`src/hw/smbus_map.vh`:
```
// Register map, field positions and timing constants of the two-wire bus block
`ifndef SMBUS_MAP_VH
`define SMBUS_MAP_VH

// ****************************************
// Register addresses
// ****************************************
`define CTRL_ADDR 8'hC0
`define CONFIG_ADDR 8'hC1
`define DATA_ADDR 8'hC2

// ****************************************
// Configuration register fields
// ****************************************
`define CFG_ENABLE 7
`define CFG_INHIBIT 6
`define CFG_BUSY 5
`define CFG_STRETCH 4
`define CFG_SCL_TO 3
`define CFG_FREE_TO 2
`define CFG_RESET 8'h00

// ****************************************
// Control and status register fields
// ****************************************
`define CTL_MASTER 7
`define CTL_TXMODE 6
`define CTL_STA 5
`define CTL_STO 4
`define CTL_ACKRQ 3
`define CTL_ARBLOST 2
`define CTL_ACK 1
`define CTL_SI 0

// ****************************************
// Clock source encodings
// ****************************************
`define CS_TMR0 2'h0
`define CS_TMR1 2'h1
`define CS_TMR2H 2'h2
`define CS_TMR2L 2'h3

// ****************************************
// Timing counts in system clocks and ticks
// ****************************************
`define HOLD_NORM 5'h03
`define HOLD_EXT 5'h0C
`define SETUP_NORM 5'h01
`define SETUP_EXT 5'h0B
`define LOW_TICKS 2'h1
`define HIGH_TICKS 2'h2
`define FREE_TICKS 4'hA
`define LAST_BIT 4'h7
`define ACK_BIT 4'h8

`endif

```
`src/hw/byte_buffer2.v`:
```
// Two-entry buffer with valid and ready on both sides
module byte_buffer2 #(
	parameter WIDTH = 8
) (
	// Clock and reset
	input wire sys_clk,
	input wire rst_n,
	// Filling side
	input wire in_valid,
	output wire in_ready,
	input wire [WIDTH-1:0] in_data,
	// Draining side
	output wire out_valid,
	input wire out_ready,
	output wire [WIDTH-1:0] out_data
);

	reg [WIDTH-1:0] mem_ff [0:1];
	reg wr_ptr_ff;
	reg rd_ptr_ff;
	reg [1:0] count_ff;
	wire do_push;
	wire do_pop;

	assign in_ready = (count_ff != 2'h2);
	assign out_valid = (count_ff != 2'h0);
	assign out_data = mem_ff[rd_ptr_ff];
	assign do_push = in_valid & in_ready;
	assign do_pop = out_valid & out_ready;

	always @(posedge sys_clk or negedge rst_n)
	begin
		if (!rst_n)
		begin
			mem_ff[0] <= {WIDTH{1'b0}};
			mem_ff[1] <= {WIDTH{1'b0}};
			wr_ptr_ff <= 1'b0;
			rd_ptr_ff <= 1'b0;
			count_ff <= 2'h0;
		end
		else
		begin
			if (do_push)
			begin
				mem_ff[wr_ptr_ff] <= in_data;
				wr_ptr_ff <= ~wr_ptr_ff;
			end
			if (do_pop)
				rd_ptr_ff <= ~rd_ptr_ff;
			if (do_push && !do_pop)
				count_ff <= count_ff + 2'h1;
			else if (do_pop && !do_push)
				count_ff <= count_ff - 2'h1;
		end
	end

endmodule // byte_buffer2

```
`src/hw/smbus_config_timing.v`:
```
// Two-wire bus interface: configuration, bit timing, timeouts and byte engine
`include "smbus_map.vh"

// Contract
// - Interrupt for every data byte and slave address byte on the bus.
// - When transmitting, interrupt comes after the acknowledge cycle.
// - When receiving, interrupt comes before the acknowledge cycle.
// - Interrupt after START generated as master and STOP seen as slave.
// - Enable bit 7 enables all events; pins are watched while enabled.
// - Slave inhibit bit 6 NACKs addresses, stops slave interrupts only.
// - Slave inhibit takes effect from the next START only.
// - Clock select 00/01/10/11 picks timer 0, 1, 2 high, 2 low overflow.
// - Selected source used only as master or with free timeout enabled.
// - Master clock low one overflow, high two; bit rate a third.
// - Normal hold is 3 clocks; setup is low time less 4.
// - Extended timing gives 11 clocks setup and 12 clocks hold.
// - Clock-low timeout: timer 3 reloads while clock high, else counts.
// - Split timer 3 only reloads its high byte while clock high.
// - Bus free after clock and data high over 10 source periods.
// - Busy bit 5 set during transfers, cleared by STOP or free timeout.
// - While interrupt flag set, the clock is held low; after a slave STOP or lost arbitration the flag is set with SCL released.
module smbus_config_timing (
	// Clock and reset
	input wire sys_clk,
	input wire rst_n,
	// Special-function register port
	input wire [7:0] sfr_addr,
	input wire sfr_wr,
	input wire sfr_rd,
	input wire [7:0] sfr_wdata,
	output wire [7:0] sfr_rdata,
	// Own slave address
	input wire [6:0] slave_addr,
	// Timer overflow pulses
	input wire tmr0_ovf,
	input wire tmr1_ovf,
	input wire tmr2h_ovf,
	input wire tmr2l_ovf,
	// Timer 3 timeout control
	input wire tmr3_split,
	output wire tmr3_reload_hi,
	output wire tmr3_reload_lo,
	// Bus clock pin
	input wire scl_in,
	output wire scl_out,
	output wire scl_oe_n,
	// Bus data pin
	input wire sda_in,
	output wire sda_out,
	output wire sda_oe_n,
	// Interrupt
	output wire bus_irq
);

	localparam S_IDLE = 3'h0;
	localparam S_START = 3'h1;
	localparam S_XFER = 3'h2;
	localparam S_PUSH = 3'h3;
	localparam S_STALL = 3'h4;
	localparam S_STOP = 3'h5;
	localparam S_IGNORE = 3'h6;

	reg scl_m_ff, scl_s_ff, scl_d_ff;
	reg sda_m_ff, sda_s_ff, sda_d_ff;
	reg en_ff, inh_ff, busy_ff, stretch_ff, toe_ff, fte_ff;
	reg [1:0] cs_ff;
	reg master_ff, txmode_ff, sta_ff, sto_ff, ackrq_ff, arblost_ff, ack_ff;
	reg si_ff;
	reg [2:0] state_ff;
	reg [3:0] bitcnt_ff;
	reg [7:0] tx_byte_ff, tx_shift_ff, rx_shift_ff, rdata_ff;
	reg first_ff, addressed_ff, slave_on_ff, rw_ff;
	reg scl_low_ff, sda_low_ff, mhigh_ff, upd_pend_ff;
	reg [1:0] tick_cnt_ff;
	reg [4:0] low_cnt_ff, hold_cnt_ff;
	reg [3:0] free_cnt_ff;
	reg tmr3_hi_ff, tmr3_lo_ff;
	reg src_tick;
	wire tick, scl_rise, scl_fall, start_det, stop_det, free_to;
	wire [4:0] hold_min, low_min;
	wire drive_val, addr_match, accept, buf_push, buf_in_ready;
	wire buf_out_valid, buf_pop;
	wire [7:0] buf_data;

	// ****************************************
	// Pin synchronisers and bus conditions
	// ****************************************
	always @(posedge sys_clk or negedge rst_n)
	begin
		if (!rst_n)
		begin
			scl_m_ff <= 1'b1;
			scl_s_ff <= 1'b1;
			scl_d_ff <= 1'b1;
			sda_m_ff <= 1'b1;
			sda_s_ff <= 1'b1;
			sda_d_ff <= 1'b1;
		end
		else
		begin
			scl_m_ff <= scl_in;
			scl_s_ff <= scl_m_ff;
			scl_d_ff <= scl_s_ff;
			sda_m_ff <= sda_in;
			sda_s_ff <= sda_m_ff;
			sda_d_ff <= sda_s_ff;
		end
	end

	assign scl_rise = en_ff & scl_s_ff & ~scl_d_ff;
	assign scl_fall = en_ff & ~scl_s_ff & scl_d_ff;
	assign start_det = en_ff & scl_s_ff & scl_d_ff & sda_d_ff & ~sda_s_ff;
	assign stop_det = en_ff & scl_s_ff & scl_d_ff & ~sda_d_ff & sda_s_ff;

	// ****************************************
	// Bit-timing tick selection
	// ****************************************
	always @*
	begin
		case (cs_ff)
			`CS_TMR0: src_tick = tmr0_ovf;
			`CS_TMR1: src_tick = tmr1_ovf;
			`CS_TMR2H: src_tick = tmr2h_ovf;
			`CS_TMR2L: src_tick = tmr2l_ovf;
			default: src_tick = 1'b0;
		endcase
	end

	// One overflow pulse is one tick; used by master or free timeout only
	assign tick = src_tick & (master_ff | fte_ff | (state_ff == S_START)
		| (state_ff == S_STOP));

	assign hold_min = stretch_ff ? `HOLD_EXT : `HOLD_NORM;
	assign low_min = stretch_ff ? (`HOLD_EXT + `SETUP_EXT)
		: (`HOLD_NORM + `SETUP_NORM);
	assign drive_val = txmode_ff & (bitcnt_ff < `ACK_BIT) & ~tx_shift_ff[7];
	assign addr_match = (rx_shift_ff[7:1] == slave_addr) & slave_on_ff;
	assign accept = master_ff | ~first_ff | addr_match;
	assign buf_push = (state_ff == S_PUSH) & accept;
	assign buf_pop = sfr_rd & (sfr_addr == `DATA_ADDR) & buf_out_valid;

	// ****************************************
	// Free timeout and busy flag
	// ****************************************
	assign free_to = fte_ff & (free_cnt_ff > `FREE_TICKS);

	always @(posedge sys_clk or negedge rst_n)
	begin
		if (!rst_n)
		begin
			free_cnt_ff <= 4'h0;
			busy_ff <= 1'b0;
			tmr3_hi_ff <= 1'b0;
			tmr3_lo_ff <= 1'b0;
		end
		else
		begin
			if (!(scl_s_ff & sda_s_ff) || !fte_ff || !en_ff)
				free_cnt_ff <= 4'h0;
			else if (tick && free_cnt_ff != 4'hF)
				free_cnt_ff <= free_cnt_ff + 4'h1;
			if (!en_ff)
				busy_ff <= 1'b0;
			else if (start_det)
				busy_ff <= 1'b1;
			else if (stop_det || free_to)
				busy_ff <= 1'b0;
			tmr3_hi_ff <= en_ff & toe_ff & scl_s_ff;
			tmr3_lo_ff <= en_ff & toe_ff & scl_s_ff & ~tmr3_split;
		end
	end

	// ****************************************
	// Register file and byte engine
	// ****************************************
	always @(posedge sys_clk or negedge rst_n)
	begin
		if (!rst_n)
		begin
			{en_ff, inh_ff} <= 2'h0;
			{stretch_ff, toe_ff, fte_ff} <= 3'h0;
			cs_ff <= 2'h0;
			{master_ff, txmode_ff, sta_ff, sto_ff} <= 4'h0;
			{ackrq_ff, arblost_ff, ack_ff, si_ff} <= 4'h0;
			state_ff <= S_IDLE;
			bitcnt_ff <= 4'h0;
			tx_byte_ff <= 8'h00;
			tx_shift_ff <= 8'h00;
			rx_shift_ff <= 8'h00;
			rdata_ff <= 8'h00;
			{first_ff, addressed_ff, slave_on_ff, rw_ff} <= 4'h0;
			{scl_low_ff, sda_low_ff, mhigh_ff, upd_pend_ff} <= 4'h0;
			tick_cnt_ff <= 2'h0;
			low_cnt_ff <= 5'h00;
			hold_cnt_ff <= 5'h00;
		end
		else
		begin
			if (sfr_rd)
			begin
				case (sfr_addr)
					`CONFIG_ADDR: rdata_ff <= {en_ff, inh_ff, busy_ff,
						stretch_ff, toe_ff, fte_ff, cs_ff};
					`CTRL_ADDR: rdata_ff <= {master_ff, txmode_ff, sta_ff,
						sto_ff, ackrq_ff, arblost_ff, ack_ff, si_ff};
					`DATA_ADDR: rdata_ff <= buf_out_valid ? buf_data
						: rx_shift_ff;
					default: rdata_ff <= 8'h00;
				endcase
			end
			if (sfr_wr && sfr_addr == `CONFIG_ADDR)
			begin
				en_ff <= sfr_wdata[`CFG_ENABLE];
				inh_ff <= sfr_wdata[`CFG_INHIBIT];
				stretch_ff <= sfr_wdata[`CFG_STRETCH];
				toe_ff <= sfr_wdata[`CFG_SCL_TO];
				fte_ff <= sfr_wdata[`CFG_FREE_TO];
				cs_ff <= sfr_wdata[1:0];
			end
			if (sfr_wr && sfr_addr == `CTRL_ADDR)
			begin
				sta_ff <= sfr_wdata[`CTL_STA];
				sto_ff <= sfr_wdata[`CTL_STO];
				ack_ff <= sfr_wdata[`CTL_ACK];
				si_ff <= sfr_wdata[`CTL_SI];
				if (!sfr_wdata[`CTL_SI])
					arblost_ff <= 1'b0;
			end
			if (sfr_wr && sfr_addr == `DATA_ADDR)
				tx_byte_ff <= sfr_wdata;
			// Data changes only after the hold delay past a falling edge
			if (upd_pend_ff)
			begin
				if (hold_cnt_ff == 5'h00)
				begin
					sda_low_ff <= drive_val;
					upd_pend_ff <= 1'b0;
				end
				else
					hold_cnt_ff <= hold_cnt_ff - 5'h01;
			end
			if (!en_ff)
			begin
				state_ff <= S_IDLE;
				{master_ff, txmode_ff, addressed_ff} <= 3'h0;
				{scl_low_ff, sda_low_ff, upd_pend_ff} <= 3'h0;
			end
			else
			begin
				case (state_ff)
					S_IDLE:
					begin
						scl_low_ff <= 1'b0;
						sda_low_ff <= 1'b0;
						tick_cnt_ff <= 2'h0;
						if (sta_ff && !busy_ff && !si_ff)
							state_ff <= S_START;
					end
					S_START:
					begin
						sda_low_ff <= 1'b1;
						if (tick && tick_cnt_ff == `LOW_TICKS)
						begin
							scl_low_ff <= 1'b1;
							{master_ff, txmode_ff, first_ff} <= 3'h7;
							bitcnt_ff <= 4'h0;
							si_ff <= 1'b1;
							state_ff <= S_STALL;
						end
						else if (tick)
							tick_cnt_ff <= tick_cnt_ff + 2'h1;
					end
					S_STALL:
					begin
						scl_low_ff <= 1'b1;
						if (!txmode_ff && bitcnt_ff == `ACK_BIT)
							sda_low_ff <= ack_ff;
						if (!si_ff)
						begin
							{mhigh_ff, tick_cnt_ff, low_cnt_ff} <= 8'h00;
							if (bitcnt_ff == `ACK_BIT)
								state_ff <= S_XFER;
							else if (master_ff && sto_ff)
								state_ff <= S_STOP;
							else
							begin
								if (txmode_ff)
									tx_shift_ff <= tx_byte_ff;
								if (first_ff)
									rw_ff <= tx_byte_ff[0];
								hold_cnt_ff <= hold_min;
								upd_pend_ff <= 1'b1;
								state_ff <= S_XFER;
							end
						end
					end
					S_PUSH:
					begin
						scl_low_ff <= 1'b1;
						if (!accept)
						begin
							scl_low_ff <= 1'b0;
							state_ff <= S_IGNORE;
						end
						else if (buf_in_ready)
						begin
							if (first_ff && !master_ff)
							begin
								addressed_ff <= 1'b1;
								sta_ff <= 1'b1;
								rw_ff <= rx_shift_ff[0];
							end
							ackrq_ff <= 1'b1;
							si_ff <= 1'b1;
							state_ff <= S_STALL;
						end
					end
					S_XFER:
					begin
						if (!master_ff)
							scl_low_ff <= 1'b0;
						else if (!mhigh_ff)
						begin
							scl_low_ff <= 1'b1;
							if (low_cnt_ff != 5'h1F)
								low_cnt_ff <= low_cnt_ff + 5'h01;
							if (tick && tick_cnt_ff != 2'h3)
								tick_cnt_ff <= tick_cnt_ff + 2'h1;
							if (tick_cnt_ff >= `LOW_TICKS && !upd_pend_ff
								&& low_cnt_ff >= low_min)
							begin
								scl_low_ff <= 1'b0;
								mhigh_ff <= 1'b1;
								tick_cnt_ff <= 2'h0;
							end
						end
						else if (scl_s_ff && tick)
						begin
							if ((tick_cnt_ff + 2'h1) == `HIGH_TICKS)
							begin
								scl_low_ff <= 1'b1;
								{mhigh_ff, tick_cnt_ff, low_cnt_ff} <= 8'h00;
							end
							else
								tick_cnt_ff <= tick_cnt_ff + 2'h1;
						end
						if (scl_rise && bitcnt_ff < `ACK_BIT)
						begin
							rx_shift_ff <= {rx_shift_ff[6:0], sda_s_ff};
							if (txmode_ff && tx_shift_ff[7] && !sda_s_ff)
							begin
								arblost_ff <= 1'b1;
								si_ff <= 1'b1;
								{master_ff, txmode_ff} <= 2'h0;
								{scl_low_ff, sda_low_ff} <= 2'h0;
								state_ff <= S_IGNORE;
							end
						end
						else if (scl_rise && txmode_ff)
							ack_ff <= ~sda_s_ff;
						if (scl_fall && bitcnt_ff < `LAST_BIT)
						begin
							bitcnt_ff <= bitcnt_ff + 4'h1;
							tx_shift_ff <= {tx_shift_ff[6:0], 1'b0};
							hold_cnt_ff <= hold_min;
							upd_pend_ff <= 1'b1;
						end
						else if (scl_fall && bitcnt_ff == `LAST_BIT)
						begin
							bitcnt_ff <= `ACK_BIT;
							tx_shift_ff <= {tx_shift_ff[6:0], 1'b0};
							if (txmode_ff)
							begin
								hold_cnt_ff <= hold_min;
								upd_pend_ff <= 1'b1;
							end
							else
							begin
								scl_low_ff <= 1'b1;
								state_ff <= S_PUSH;
							end
						end
						else if (scl_fall)
						begin
							bitcnt_ff <= 4'h0;
							ackrq_ff <= 1'b0;
							first_ff <= 1'b0;
							hold_cnt_ff <= hold_min;
							upd_pend_ff <= 1'b1;
							if (txmode_ff)
							begin
								if (first_ff)
									txmode_ff <= ~rw_ff;
								scl_low_ff <= 1'b1;
								si_ff <= 1'b1;
								state_ff <= S_STALL;
							end
							else if (master_ff && sto_ff)
								state_ff <= S_STOP;
							else if (first_ff && !master_ff && rw_ff)
							begin
								txmode_ff <= 1'b1;
								tx_shift_ff <= tx_byte_ff;
							end
						end
					end
					S_STOP:
					begin
						if (!mhigh_ff)
						begin
							scl_low_ff <= 1'b1;
							sda_low_ff <= 1'b1;
							if (low_cnt_ff != 5'h1F)
								low_cnt_ff <= low_cnt_ff + 5'h01;
							if (tick && low_cnt_ff >= hold_min)
							begin
								scl_low_ff <= 1'b0;
								mhigh_ff <= 1'b1;
							end
						end
						else if (scl_s_ff && tick)
						begin
							sda_low_ff <= 1'b0;
							{master_ff, txmode_ff, sto_ff} <= 3'h0;
							state_ff <= S_IDLE;
						end
					end
					S_IGNORE:
					begin
						scl_low_ff <= 1'b0;
						sda_low_ff <= 1'b0;
					end
					default:
						state_ff <= S_IDLE;
				endcase
				if (start_det)
				begin
					slave_on_ff <= ~inh_ff;
					first_ff <= 1'b1;
					addressed_ff <= 1'b0;
					if (state_ff != S_START)
					begin
						{master_ff, txmode_ff} <= 2'h0;
						bitcnt_ff <= 4'h0;
						{scl_low_ff, sda_low_ff, upd_pend_ff} <= 3'h0;
						state_ff <= S_XFER;
					end
				end
				if (stop_det && state_ff != S_STOP)
				begin
					if (addressed_ff && slave_on_ff)
					begin
						si_ff <= 1'b1;
						sto_ff <= 1'b1;
					end
					addressed_ff <= 1'b0;
					{scl_low_ff, sda_low_ff, upd_pend_ff} <= 3'h0;
					state_ff <= S_IDLE;
				end
			end
		end
	end

	// ****************************************
	// Received-byte buffer and outputs
	// ****************************************
	byte_buffer2 #(
		.WIDTH(8)
	) u_rx_buf (
		.sys_clk(sys_clk),
		.rst_n(rst_n),
		.in_valid(buf_push),
		.in_ready(buf_in_ready),
		.in_data(rx_shift_ff),
		.out_valid(buf_out_valid),
		.out_ready(buf_pop),
		.out_data(buf_data)
	);

	assign sfr_rdata = rdata_ff;
	assign scl_out = 1'b0;
	assign scl_oe_n = ~scl_low_ff;
	assign sda_out = 1'b0;
	assign sda_oe_n = ~sda_low_ff;
	assign tmr3_reload_hi = tmr3_hi_ff;
	assign tmr3_reload_lo = tmr3_lo_ff;
	assign bus_irq = si_ff;

endmodule // smbus_config_timing

```
`config.mk`:
```
export PLATFORM = sky130hd
export DESIGN_NAME = smbus_config_timing
export DESIGN_NICKNAME = d
export VERILOG_FILES = /design/src/hw/byte_buffer2.v /design/src/hw/smbus_config_timing.v
export VERILOG_INCLUDE_DIRS = /design/src /design/src/hw
export SDC_FILE = /design/constraint.sdc
export NUM_CORES = 1
export LEC_CHECK = 0
export ABC_AREA = 1
export BUFFER_PORTS_ARGS = -buffer_cell sky130_fd_sc_hd__clkbuf_2
export CAP_MARGIN = 10
export CORE_MARGIN = 2
export CORE_UTILIZATION = 60
export CTS_CLUSTER_DIAMETER = 150
export DETAILED_ROUTE_END_ITERATION = 12
export HOLD_SLACK_MARGIN = 0.05
export PLACE_DENSITY = 0.79
export SYNTH_ARGS = -nofsm -noshare
export SYNTH_HDL_FRONTEND = slang
export SYNTH_SLANG_ARGS = --single-unit
```
`constraint.sdc`:
```
create_clock -name sys_clk -period 4.83 [get_ports sys_clk]
set_input_delay 0.7245 -clock sys_clk [delete_from_list [all_inputs] [get_ports sys_clk]]
set_output_delay 0.7245 -clock sys_clk [all_outputs]
set_load 0.02 [all_outputs]
```
### Word level (Yosys, flattened, before mapping)

Index checks and enable logic that the tools add are counted.

* memory bits (writable): 0
* register bits after elaboration: 107
* latch bits: 0
* memory bits (read-only): 0
* memories kept: 0
* input port bits: 34
* output and inout port bits: 15

* equal/unequal tests: 54
* divide/modulo/power cells: 0
* reductions and logical operators: 64
* bitwise gates (word level): 43
* mux-type cells: 230
* order comparisons: 9
* shift operators: 0
* add/sub/neg operators: 7
* $mul: 0

Operators with widths (number)
* 2-to-1 mux 1 bit: 136
* 2-to-1 mux 8 bit: 15
* 2-to-1 mux 5 bit: 18
* 2-to-1 mux 3 bit: 21
* 2-to-1 mux 4 bit: 9
* inequality test 2 bit, second input constant: 15
* logical AND 1 bit: 27
* == test 8 bit, second input constant: 3
* inequality test 4 bit, second input constant: 6
* case mux 8 bit (3 select lines): 1
* bitwise AND 1 bit: 23
* 2-to-1 mux 2 bit: 11
* case mux 3 bit (7 select lines): 1
* inequality test 3 bit, second input constant: 6
* bitwise mux 16 bit: 1
* inequality test 4 x 1 -> 1 bit, second input constant: 4
* case mux 8 bit (2 select lines): 1
* case mux 5 bit (3 select lines): 1
* AND reduction 7 bit: 2
* NOT 1 bit: 13
* case mux 1 bit (3 select lines): 4
* nonzero test 2 bit: 6
* zero test 1 bit: 11
* case mux 5 bit (2 select lines): 1
* other kinds (48): 71

### Longest topological paths before layout

Gate-level depths: netlist of run 1.

* word-level depth: 19
* mapped depth: 14
* mapped depth without buffers: 14

### By module

A second synthesis of run 1 with hierarchy kept.

* cells, all modules: 894
* area total of the unflattened synthesis: 6538.8 um^2

By module, submodules not included
* smbus_config_timing: area each 5501.5 um^2, cells each 770, instances 1
* byte_buffer2: area each 1037.2 um^2, cells each 124, instances 1

### Least setup slack after synthesis of run 1

No wires, ideal clock.

* kind: input-to-reg
* from: input port sfr_addr[3]
* to: register u_rx_buf.count_ff[1]
* stages on the path: 8
* arrival: 2.406 ns
* setup slack: 2.293 ns
* buffers on the path: 1
* setup time: 0.131 ns
* cells stage by stage: or2_0 buf_2 nor4_4 nand3_1 ha_1 a21oi_1 o21ai_0 xor2_1

* cells in the longest elaborated chain, start to end: 7
* elaborated cells on any way between the ends: 9
* classes of those cells: eq/ne (1); mux (1); bitwise (3); reduce/logical (4)

RTL lines
* from (decl): line smbus_config_timing.v:27 `input wire [7:0] sfr_addr,`
* == test 8 bit *
* bitwise AND 1 bit * (2 in a row): line smbus_config_timing.v:140 `` assign buf_pop = sfr_rd & (sfr_addr == `DATA_ADDR) & buf_out_valid; ``
* bitwise AND 1 bit *: line byte_buffer2.v:29 `assign do_pop = out_valid & out_ready;`
* zero test 1 bit: line byte_buffer2.v:50 `if (do_push && !do_pop)`
* logical AND 1 bit: line byte_buffer2.v:50
* 2-to-1 mux 2 bit / nonzero test 2 bit (equally long branches)
* to (signal assigned): line byte_buffer2.v:51 `count_ff <= count_ff + 2'h1;`
* to (signal assigned): line byte_buffer2.v:53 `count_ff <= count_ff - 2'h1;`
* to (decl): line byte_buffer2.v:21 `reg [1:0] count_ff;`

Mark *: on every way between the ends. The rest lies on a longest branch, timed or not.
A chain may end at the register's enable or synchronous reset.

### Final worst setup path of run 1

* from: register state_ff[1]
* to: register tx_shift_ff[1]

* cells in the longest elaborated chain, start to end: 3
* elaborated cells on any way between the ends: 13
* classes of those cells: eq/ne (10); mux (1); reduce/logical (2)

RTL lines
* from (decl): line smbus_config_timing.v:69 `reg [2:0] state_ff;`
* from (signal assigned): line smbus_config_timing.v:185 `state_ff <= S_IDLE;`
* from (signal assigned): line smbus_config_timing.v:244 `state_ff <= S_IDLE;`
* from (signal assigned): line smbus_config_timing.v:257 `state_ff <= S_START;`
* == test 3 x 2 -> 1 bit / == test 3 bit (equally long branches): line smbus_config_timing.v:250 `case (state_ff)`
* inequality test 4 bit (no line) (tied with other cells)
* AND reduction 10 bit (no line)
* to (signal assigned): line smbus_config_timing.v:288 `tx_shift_ff <= tx_byte_ff;`
* to (signal assigned): line smbus_config_timing.v:364 `tx_shift_ff <= {tx_shift_ff[6:0], 1'b0};`
* to (signal assigned): line smbus_config_timing.v:371 `tx_shift_ff <= {tx_shift_ff[6:0], 1'b0};`
* to (decl): line smbus_config_timing.v:71 `reg [7:0] tx_byte_ff, tx_shift_ff, rx_shift_ff, rdata_ff;`

Parallel ways exist; a longest one is shown, timed or not.

==> reports/results.txt, run 1 <==
Max clock buf depth = 2
CP endpoint = tx_shift_ff[1]
LEAKAGE = 3.607 nW
Post-CTS sizing = 0
H-Tree Depth = 3
Std-Cell Rows = 38
Fillers = 951
Largest net degree at the start of global routing = 86
I/O Buffers = 46
Grt total ovfl = 0
Layout cells sized above 1 = 12.68%
Cell Area, Synth = 6626 um^2
Vias in the first global route = 5707
Area Growth Syn to Fin = 7.628%
R2R Setup Slk = 2.24 ns
Clk root buf = clkbuf_8
Fin. max-slew vios = 0
Core box area = 10790 um^2
Final WL = 16.16 mm
Drt via density = 5.596
CTS tree = yes
Clock sink total = 107
Initial antenna violation count = 0
Post-CTS setup buffers = 0
Crit path capture type = flop
Area of the multi-input gates = 3364 um^2
Final min period = 2.587 ns
TNS Setup = 0 ns
VDD IR max = 0.1800 mV
Total CTS buffers = 9
Height of the die = 109.1 um
Total of max-cap violations = 0
Post-CTS Hold Buffers = 0
Initial Util = 61.40%
Fin crit share = 53.56%
Sequential Area = 2685 um^2
Dominant cells by area after synthesis = dfrtp_1 38%, nand2_1 15%, inv_1 6.1%
Initial drt markers = 665
Syn_area_per_cell = 7.330 um^2
Reg2reg start = state_ff[1]
Crit path from = state_ff[1]
Top FF cell, synth = dfrtp_1
Outcome = completed
Cells after synthesis = 904
Io pins = 49
Flops & latches, synth = 107
Nets = 994
Crit path launch type = flop
Clock-pin slew on the worst setup and hold paths = 0.11 ns
RePlAce Congestion = 0.9747
Clock Skew = 0.01684 ns
Gr usage total = 29.54%
Setup violators final = 0
Hold Path Class = flop to flop
Worst EP required = 5.08 ns
Synth Warn # = 0
Die Footprint = 11900 um^2
Placed Area = 6912 um^2
Vias = 6077
Number of enable flip-flop cells after synthesis = 0
Final Instance Area = 7132 um^2
Worst-Skew Late Latency = 0.39 ns
Power Density = 247.9 nW/um^2
Post-synth cell types = 47
Share of the yosys chip area belonging to registers = 40.52%
Reg-to-reg endpoint = tx_shift_ff[1]
Fin. Hold Viols = 0
Fmax = 386.5 MHz
Post-route ant nets = 0
Kind of critical path = flop to flop
First-pass GRT wire length = 27.32 mm
RSZ-0062 raised after global routing = false
Worst Tran Pin Value = 1.032 ns
Pre-antenna DRT Iters = 5
WL/cell = 14.88 um
Die Wd = 109.1 um
Async S/R FF share, synth = 100.0%
DP HPWL = 12.11 mm
Residual DRC count = 0
ANT cells = 0
WP data arrival = 2.84 ns
FF-to-FF path depth = 9
Largest area contributor in the synthesized netlist = dfrtp_1
Relative slew slack = 31.22%
Max FO, Critical Path = 24
Area share of the largest cell type after synthesis = 38.14%
## metal layers
layer / routed length [um] / vias up / GRT usage, %
met5: 0 / - / 0
met4: 466 / 0 / 12.27
met3: 1115 / 37 / 4.363
met2: 7202 / 212 / 46.10
met1: 7376 / 2805 / 41.30
li1: - / 3023 / -
## sequential cells by signal, indices dropped and copies added, names as in the netlist, 2 cells and up
name	cells
bitcnt_ff	4
cs_ff	2
free_cnt_ff	4
hold_cnt_ff	5
low_cnt_ff	5
rx_shift_ff	8
sfr_rdata	8
state_ff	3
tick_cnt_ff	2
tx_byte_ff	8
tx_shift_ff	8
u_rx_buf.count_ff	2
u_rx_buf.mem_ff	16
## cells in the final DEF, fill, tap and decap left out, types with 13 or more instances in the layout
| master | instances |
|---|---|
| a21oi_1 | 30 |
| clkbuf_2 | 45 |
| dfrtp_1 | 101 |
| ha_1 | 19 |
| inv_1 | 108 |
| nand2_1 | 273 |
| nand3_1 | 68 |
| nand4_1 | 13 |
| nor2_1 | 63 |
| o211ai_1 | 17 |
| o21ai_0 | 74 |
| o21ai_2 | 24 |
## worst min-delay path by stage
stage,from,endpoint,slack [ns],cells after the start
after floorplan,scl_m_ff,scl_s_ff,0.35,0
after global placement,scl_m_ff,scl_s_ff,0.35,0
after detailed placement,scl_m_ff,scl_s_ff,0.35,0
after CTS,scl_m_ff,scl_s_ff,0.36,0
after global routing,scl_m_ff,scl_s_ff,0.37,0
final,scl_m_ff,scl_s_ff,0.36,0
## power by group
group,internal (mW),leakage [nW],switching (mW)
sequential,0.928,1.40,0.0495
combinational,0.0593,2.10,0.124
clock,0.276,0.113,0.331
total,1.26,3.61,0.505
## Yosys cell counts, types with 2 or more instances
cell type  count
clkinv_1       3
o21ai_2       24
o2111ai_1      2
inv_2          8
dfstp_2        6
o211ai_1      17
a21oi_1       30
o22ai_1        4
o21ai_1       11
nor3_1         8
or2_2          2
nor2_2         3
clkbuf_1       6
nand2_2        4
nor2_1        63
ha_1          19
mux2i_1        7
nand2_4        4
buf_4          3
buf_2          8
xor2_1         5
nand3_1       68
dfrtp_1      101
nor4_1         3
nand2_1      273
o31ai_1        2
inv_1        108
o21ai_0       74
buf_6          4
nand4_1       13
and2_1         3
nor4_4         2
a211oi_1       2
## final cells by class
type	instances	share of cell area [%]
timing repair buffer	47	3.368
multi-input combinational	657	47.18
clock inverter	5	0.9649
tap	140	2.456
sequential	107	37.65
clock buffer	11	2.123
inverter	119	6.263
## cells by family (layout without fill, tap and decap cells)
group	Yosys count	count (layout)	share of synthesized area, %
and+or+nand+nor	452	452	29.63
AOI/OAI and AO/OA	171	171	15.60
buffers and inverters	141	182	8.761
DFF	107	107	40.52
adders and majority gates	19	19	3.588
muxes	7	7	1.057
xor gates and xnor gates	6	6	0.7930
other	1	2	0.05659
## worst max-delay path: stages (launching register included)
cell       delay, ns
dfrtp_1         0.43
inv_1           0.12
nor2_2          0.13
nand2_2         0.22
inv_2           0.39
nor2_1          0.13
nor2_1          0.16
o2111ai_2       0.53
nand2_1         0.23
o21ai_2         0.08
## stage by stage
stage	hold WS (ns)	instances	util (%)	total power [mW]	setup slack, ns
2_1_floorplan	0.3452	905	-	1.096	2.293
3_3_place_gp	0.3461	1070	64.04	1.171	2.001
3_5_place_dp	0.3494	1070	64.04	1.175	1.912
4_1_cts	0.3624	1086	66.08	1.770	2.306
5_1_grt	0.3672	1086	66.08	1.846	1.930
6_report	0.3606	1086	66.08	1.768	2.243
(Power assumes the default switching activity.)
==> run 2: changes to the inputs <==
- CORE_UTILIZATION: 60 -> 55
- PLACE_DENSITY: 0.79 -> 0.77
- clock period: 4.83 -> 2.25 ns (I/O delays scaled with it)
==> reports/results.txt, run 2 (synthesized netlist as in run 1, its figures left out) <==
Clock-pin slew on the worst setup and hold paths = 0.08 ns
DP HPWL = 12.77 mm
LEAKAGE = 3.739 nW
Post-CTS setup buffers = 0
Total CTS buffers = 9
Setup violators final = 0
WP data arrival = 2.24 ns
Vias in the first global route = 5727
Hold Path Class = primary input to flop
FF-to-FF path depth = 14
Final Instance Area = 7381 um^2
First-pass GRT wire length = 27.70 mm
Max clock buf depth = 2
Drt via density = 5.558
Placed Area = 7068 um^2
Clk root buf = clkbuf_16
Worst Tran Pin Value = 0.5310 ns
Reg2reg start = rx_shift_ff[2]
Worst EP required = 2.49 ns
Kind of critical path = flop to flop
Area Growth Syn to Fin = 11.39%
Max reg flops = 16
Layout cells sized above 1 = 14.51%
Nets = 1013
Relative slew slack = 64.51%
Vias = 6180
CTS tree = yes
Outcome = completed
CP endpoint = u_rx_buf.count_ff[1]
Io pins = 49
Most common cell after layout, fill and taps aside = nand2_1
Final min period = 2.007 ns
Top reg by flops = u_rx_buf.mem_ff
I/O Buffers = 46
Grt total ovfl = 0
Clock Skew = 0.007771 ns
H-Tree Depth = 3
Total of max-cap violations = 0
Largest net degree at the start of global routing = 60
Initial drt markers = 586
ANT cells = 0
Std-Cell Rows = 40
Height of the die = 113.8 um
Residual DRC count = 0
Fin. max-slew vios = 0
Crit path capture type = flop
Crit path launch type = flop
WL/cell = 14.89 um
TNS Setup = 0 ns
Fmax = 498.2 MHz
Fin crit share = 89.20%
Pre-antenna DRT Iters = 5
Crit path from = rx_shift_ff[2]
Fin. Hold Viols = 0
Commonest cells after routing, fill and taps aside = 272 x nand2_1, 108 x inv_1, 101 x dfrtp_1
R2R Setup Slk = 0.24 ns
RSZ-0062 raised after global routing = false
Reg-to-reg endpoint = u_rx_buf.count_ff[1]
Post-route ant nets = 0
Gr usage total = 26.99%
Worst-Skew Late Latency = 0.35 ns
Final WL = 16.55 mm
Core box area = 11860 um^2
Die Footprint = 12940 um^2
Die Wd = 113.8 um
Max FO, Critical Path = 4
Initial antenna violation count = 0
VDD IR max = 0.3239 mV
Power Density = 552.4 nW/um^2
Clock sink total = 107
Initial Util = 55.86%
RePlAce Congestion = 0.9858
==> run 2: worst min path at each step <==
stage / from / endpoint / depth (start not counted)
finish: sda_in / sda_m_ff / 1
global route: sda_in / sda_m_ff / 1
CTS: sda_in / sda_m_ff / 1
detailed placement: rst_n / u_rx_buf.count_ff[0] / 1
global placement: rst_n / hold_cnt_ff[1] / 1
floorplan: rst_n / ack_ff / 0
==> run 2: worst max-delay path, cell delays in order (launching register included) <==
cell     delay, ns
dfrtp_1       0.42
inv_2         0.08
nand2_1       0.09
nand2_1       0.06
inv_1         0.05
nand2_1       0.05
nor2_2        0.11
nand2_2       0.09
nand2_2       0.09
nand3_2       0.10
inv_2         0.12
ha_1          0.26
a21oi_1       0.12
o21ai_0       0.11
xor2_1        0.15
==> run 2: layer usage <==
| metal | wire, um | vias up | track usage (%) | share of wire (%) |
|---|---|---|---|---|
| li1 | - | 3056 | - | - |
| met1 | 7537 | 2833 | 37.75 | 46 |
| met2 | 7323 | 248 | 42.51 | 44 |
| met3 | 1072 | 43 | 3.507 | 6.5 |
| met4 | 619 | 0 | 11.71 | 3.7 |
| met5 | 0 | - | 0 | 0 |
==> run 2: layout make-up <==
class	instances	area (um^2)
Multi-Input combinational cell	657	3369
Sequential cell	107	2685
Clock buffer	10	239.0
Clock inverter	6	58.81
Timing Repair Buffer	66	397.9
Tap cell	147	183.9
Inverter	119	446.7
Fill cell	1076	4481
==> run 2: repair_timing <==
action,4_1_cts,5_1_grt
hold buffers,1,0
hold endpoints to repair,22,0
gates resized for setup,0,2
setup endpoints to repair,0,1
==> run 2: power breakdown <==
group | internal [mW] | switching, mW
Clock | 0.805 | 0.766
Combinational | 0.141 | 0.279
Sequential | 1.99 | 0.0932
==> run 2: through the flow <==
step | hold slack [ns] | utilization (%) | total power [mW] | worst slack, ns | instances
after floorplan | 0.04191 | - | 2.352 | 0.09987 | 905
after global placement | 0.2736 | 59.59 | 2.529 | 0.2997 | 1095
after detailed placement | 0.2747 | 59.59 | 2.542 | 0.2227 | 1095
after CTS | 0.05440 | 62.18 | 4.100 | 0.2045 | 1112
after global routing | 0.05463 | 62.23 | 4.251 | 0.04329 | 1112
final | 0.05588 | 62.23 | 4.077 | 0.2429 | 1112
==> run 3: changes to the inputs <==
--- a/config.mk
+++ b/config.mk
@@ -18,3 +18,4 @@
 export SYNTH_ARGS = -nofsm -noshare
 export SYNTH_HDL_FRONTEND = slang
+export SYNTH_HIERARCHICAL = 1
 export SYNTH_SLANG_ARGS = --single-unit
==> constraint.sdc (replaced) <==
create_clock -name sys_clk -period 2.25 [get_ports sys_clk]
set_input_delay 0.3375 -clock sys_clk [delete_from_list [all_inputs] [get_ports sys_clk]]
set_output_delay 0.3375 -clock sys_clk [all_outputs]
set_load 0.05 [all_outputs]
==> reports/results.txt, run 3 <==
Area Growth Syn to Fin = 12.36%
Cell Area, Synth = 6539 um^2
LEAKAGE = 3.694 nW
Fin. Hold Viols = 0
Clock power frac = 40.1%
Largest net degree at the start of global routing = 40
Combinational cell fraction of total power = 9.2%
Worst-Skew Late Latency = 0.37 ns
Post-synth top cells = 280 x nand2_1, 101 x dfrtp_1, 98 x inv_1
Cells after synthesis = 894
Clk root buf = clkbuf_16
Area share of the largest cell type after synthesis = 38.65%
Total of max-cap violations = 0
Async S/R FF share, synth = 100.0%
Final min period = 2.075 ns
Fmax = 482.0 MHz
Gr usage total = 27.86%
Crit-path cells = inv_1, a21boi_0, nand2_1, nor2_1, nand2_1, nand2_1, nand2_1, inv_2, nand2_1, inv_1, ha_1, inv_1, nand3_1, nand2_1, nand2_1
Top-count cell post-synth = nand2_1
Final WL = 17.23 mm
RePlAce Congestion = 1.040
R2R Setup Slk = 0.18 ns
CP endpoint = u_rx_buf/count_ff[1]
Drt via density = 5.606
Power Density = 556.8 nW/um^2
Sequential Area = 2685 um^2
Die Footprint = 12780 um^2
FF-to-FF path depth = 15
DP HPWL = 12.77 mm
Max reg flops = 16
Layout cells sized above 1 = 13.13%
Post-synth cell types = 52
Fin. max-slew vios = 0
Initial Util = 56.78%
Height of the die = 113.0 um
Clock Skew = 0.008551 ns
Slowest stage delay, CP = 0.42 ns
WP data arrival = 2.34 ns
Crit path launch type = flop
Setup violators final = 0
Share of the yosys chip area belonging to registers = 41.06%
Initial drt markers = 729
Crit-path leading delay family = simple AND/OR/NAND/NOR gates
Initial antenna violation count = 0
Total CTS buffers = 9
Crit path capture type = flop
H-Tree Depth = 3
Flops & latches, synth = 107
TNS Setup = 0 ns
Worst EP required = 2.51 ns
Syn_area_per_cell = 7.314 um^2
Vias = 6183
Pre-antenna DRT Iters = 10
Core box area = 11520 um^2
Kind of critical path = flop to flop
Die Wd = 113.0 um
Top FF cell, synth = dfrtp_1
Fillers = 1031
Synth Warn # = 6
Final hold slack = 0.1119 ns
I/O Buffers = 46
Nets = 1008
Max clock buf depth = 2
Largest area contributor in the synthesized netlist = dfrtp_1
Post-route ant nets = 0
Clock sink total = 107
Commonest cells after routing, fill and taps aside = 280 x nand2_1, 101 x dfrtp_1, 97 x inv_1
VDD IR max = 0.6086 mV
Grt total ovfl = 0
Flop pwr share = 50.7%
Io pins = 49
Dominant cells by area after synthesis = dfrtp_1 39%, nand2_1 16%, o21ai_0 6.1%
Reg-to-reg endpoint = u_rx_buf/count_ff[1]
Failing checks = design-rule violations
RSZ-0062 raised after global routing = false
Std-Cell Rows = 39
Internal power = 2.916 mW
Sw Share = 28.72%
Critical path depth in cells = 15
CTS tree = yes
NetSw = 1.175 mW
Max FO, Critical Path = 5
Hold Path Class = primary input to flop
Outcome = finished with violations
Top cell by count, worst path = nand2_1
Fin crit share = 92.21%
First-pass GRT wire length = 28.39 mm
WL/cell = 15.62 um
Top reg by flops = u_rx_buf/mem_ff
Crit path from = rx_shift_ff[1]
Clock-pin slew on the worst setup and hold paths = 0.08 ns
Worst path bufs/invs = 4
Residual DRC count = 2
Area of the multi-input gates = 3251 um^2
Reg2reg start = rx_shift_ff[1]
Critical path's slowest cell = dfrtp_1
Most common cell after layout, fill and taps aside = nand2_1
Util after Layout = 63.80%
Number of enable flip-flop cells after synthesis = 0
ANT cells = 0
Vias in the first global route = 5704
[run 3: cell types whose count changed in the layout (fill, tap and decap cells not counted), sizes merged, moves of 6 or more]
cell,change
inv,-10
nand3,-10
nand4,+11
nor2,+6
nor3,+9
o211ai,-8
o21ai,-18
[run 3: metrics by stage]
step / setup WS, ns / power [mW] / instance area (um^2) / instances
floorplan: 0.3509 / 2.313 / 6543 / 895
global placement: 0.2783 / 2.470 / 7000 / 1084
detailed placement: 0.1663 / 2.477 / 7000 / 1084
CTS: 0.1302 / 4.115 / 7347 / 1103
global route: 0.004425 / 4.249 / 7347 / 1103
finish: 0.1753 / 4.091 / 7347 / 1103
[run 3: repair_timing]
action / CTS / global route
endpoints found under the setup margin: 0 / 1
setup buffers: 0 / 0
hold buffers: 3 / 0
gates resized for setup: 0 / 1
hold endpoints to repair: 36 / 0
[run 3: area by class of cell]
| class | instances | share of cell area (%) |
|---|---|---|
| sequential | 107 | 36.55 |
| clock inverter | 7 | 1.243 |
| inverter | 109 | 5.926 |
| clock buffer | 9 | 3.065 |
| timing repair buffer | 73 | 6.540 |
| tap | 143 | 2.435 |
| multi-input combinational | 655 | 44.24 |
[run 3: cell families after synthesis]
logic type,Yosys count,share of synthesized area (%)
AO/OA/AOI/OAI,147,12.50
XOR/XNOR,5,0.6699
adder cells (fa/ha/maj),19,3.636
buffers and inverters,133,9.280
flip-flops,107,41.06
multiplexers,7,1.072
other,1,0.05735
AND/OR/NAND/NOR,475,31.73
[run 3: worst min-delay path by stage]
stage,from,endpoint,slack [ns],depth (start not counted)
final,tmr3_split,tmr3_reload_lo,0.11,2
after global routing,tmr3_split,tmr3_reload_lo,0.11,2
after CTS,tmr3_split,tmr3_reload_lo,0.11,2
after detailed placement,rst_n,u_rx_buf/mem_ff[12],0.33,1
after global placement,rst_n,u_rx_buf/mem_ff[13],0.33,1
after floorplan,rst_n,ack_ff,0.04,0
[run 3: power by group through the flow]
| stage | registers, mW | clock network [mW] | logic, mW |
|---|---|---|---|
| finish | 2.07 | 1.64 | 0.375 |
| global route | 2.08 | 1.73 | 0.434 |
| CTS | 2.07 | 1.67 | 0.376 |
| detailed placement | 2.11 | 0 | 0.368 |
| global placement | 2.11 | 0 | 0.363 |
| floorplan | 2.07 | 0 | 0.248 |
[run 3: metal layers]
| metal | share of wire [%] | track usage, % |
|---|---|---|
| met1 | 44 | 38.48 |
| met5 | 0 | 0 |
| met2 | 46 | 44.47 |
| met3 | 7.2 | 4.821 |
| met4 | 2.3 | 10.24 |
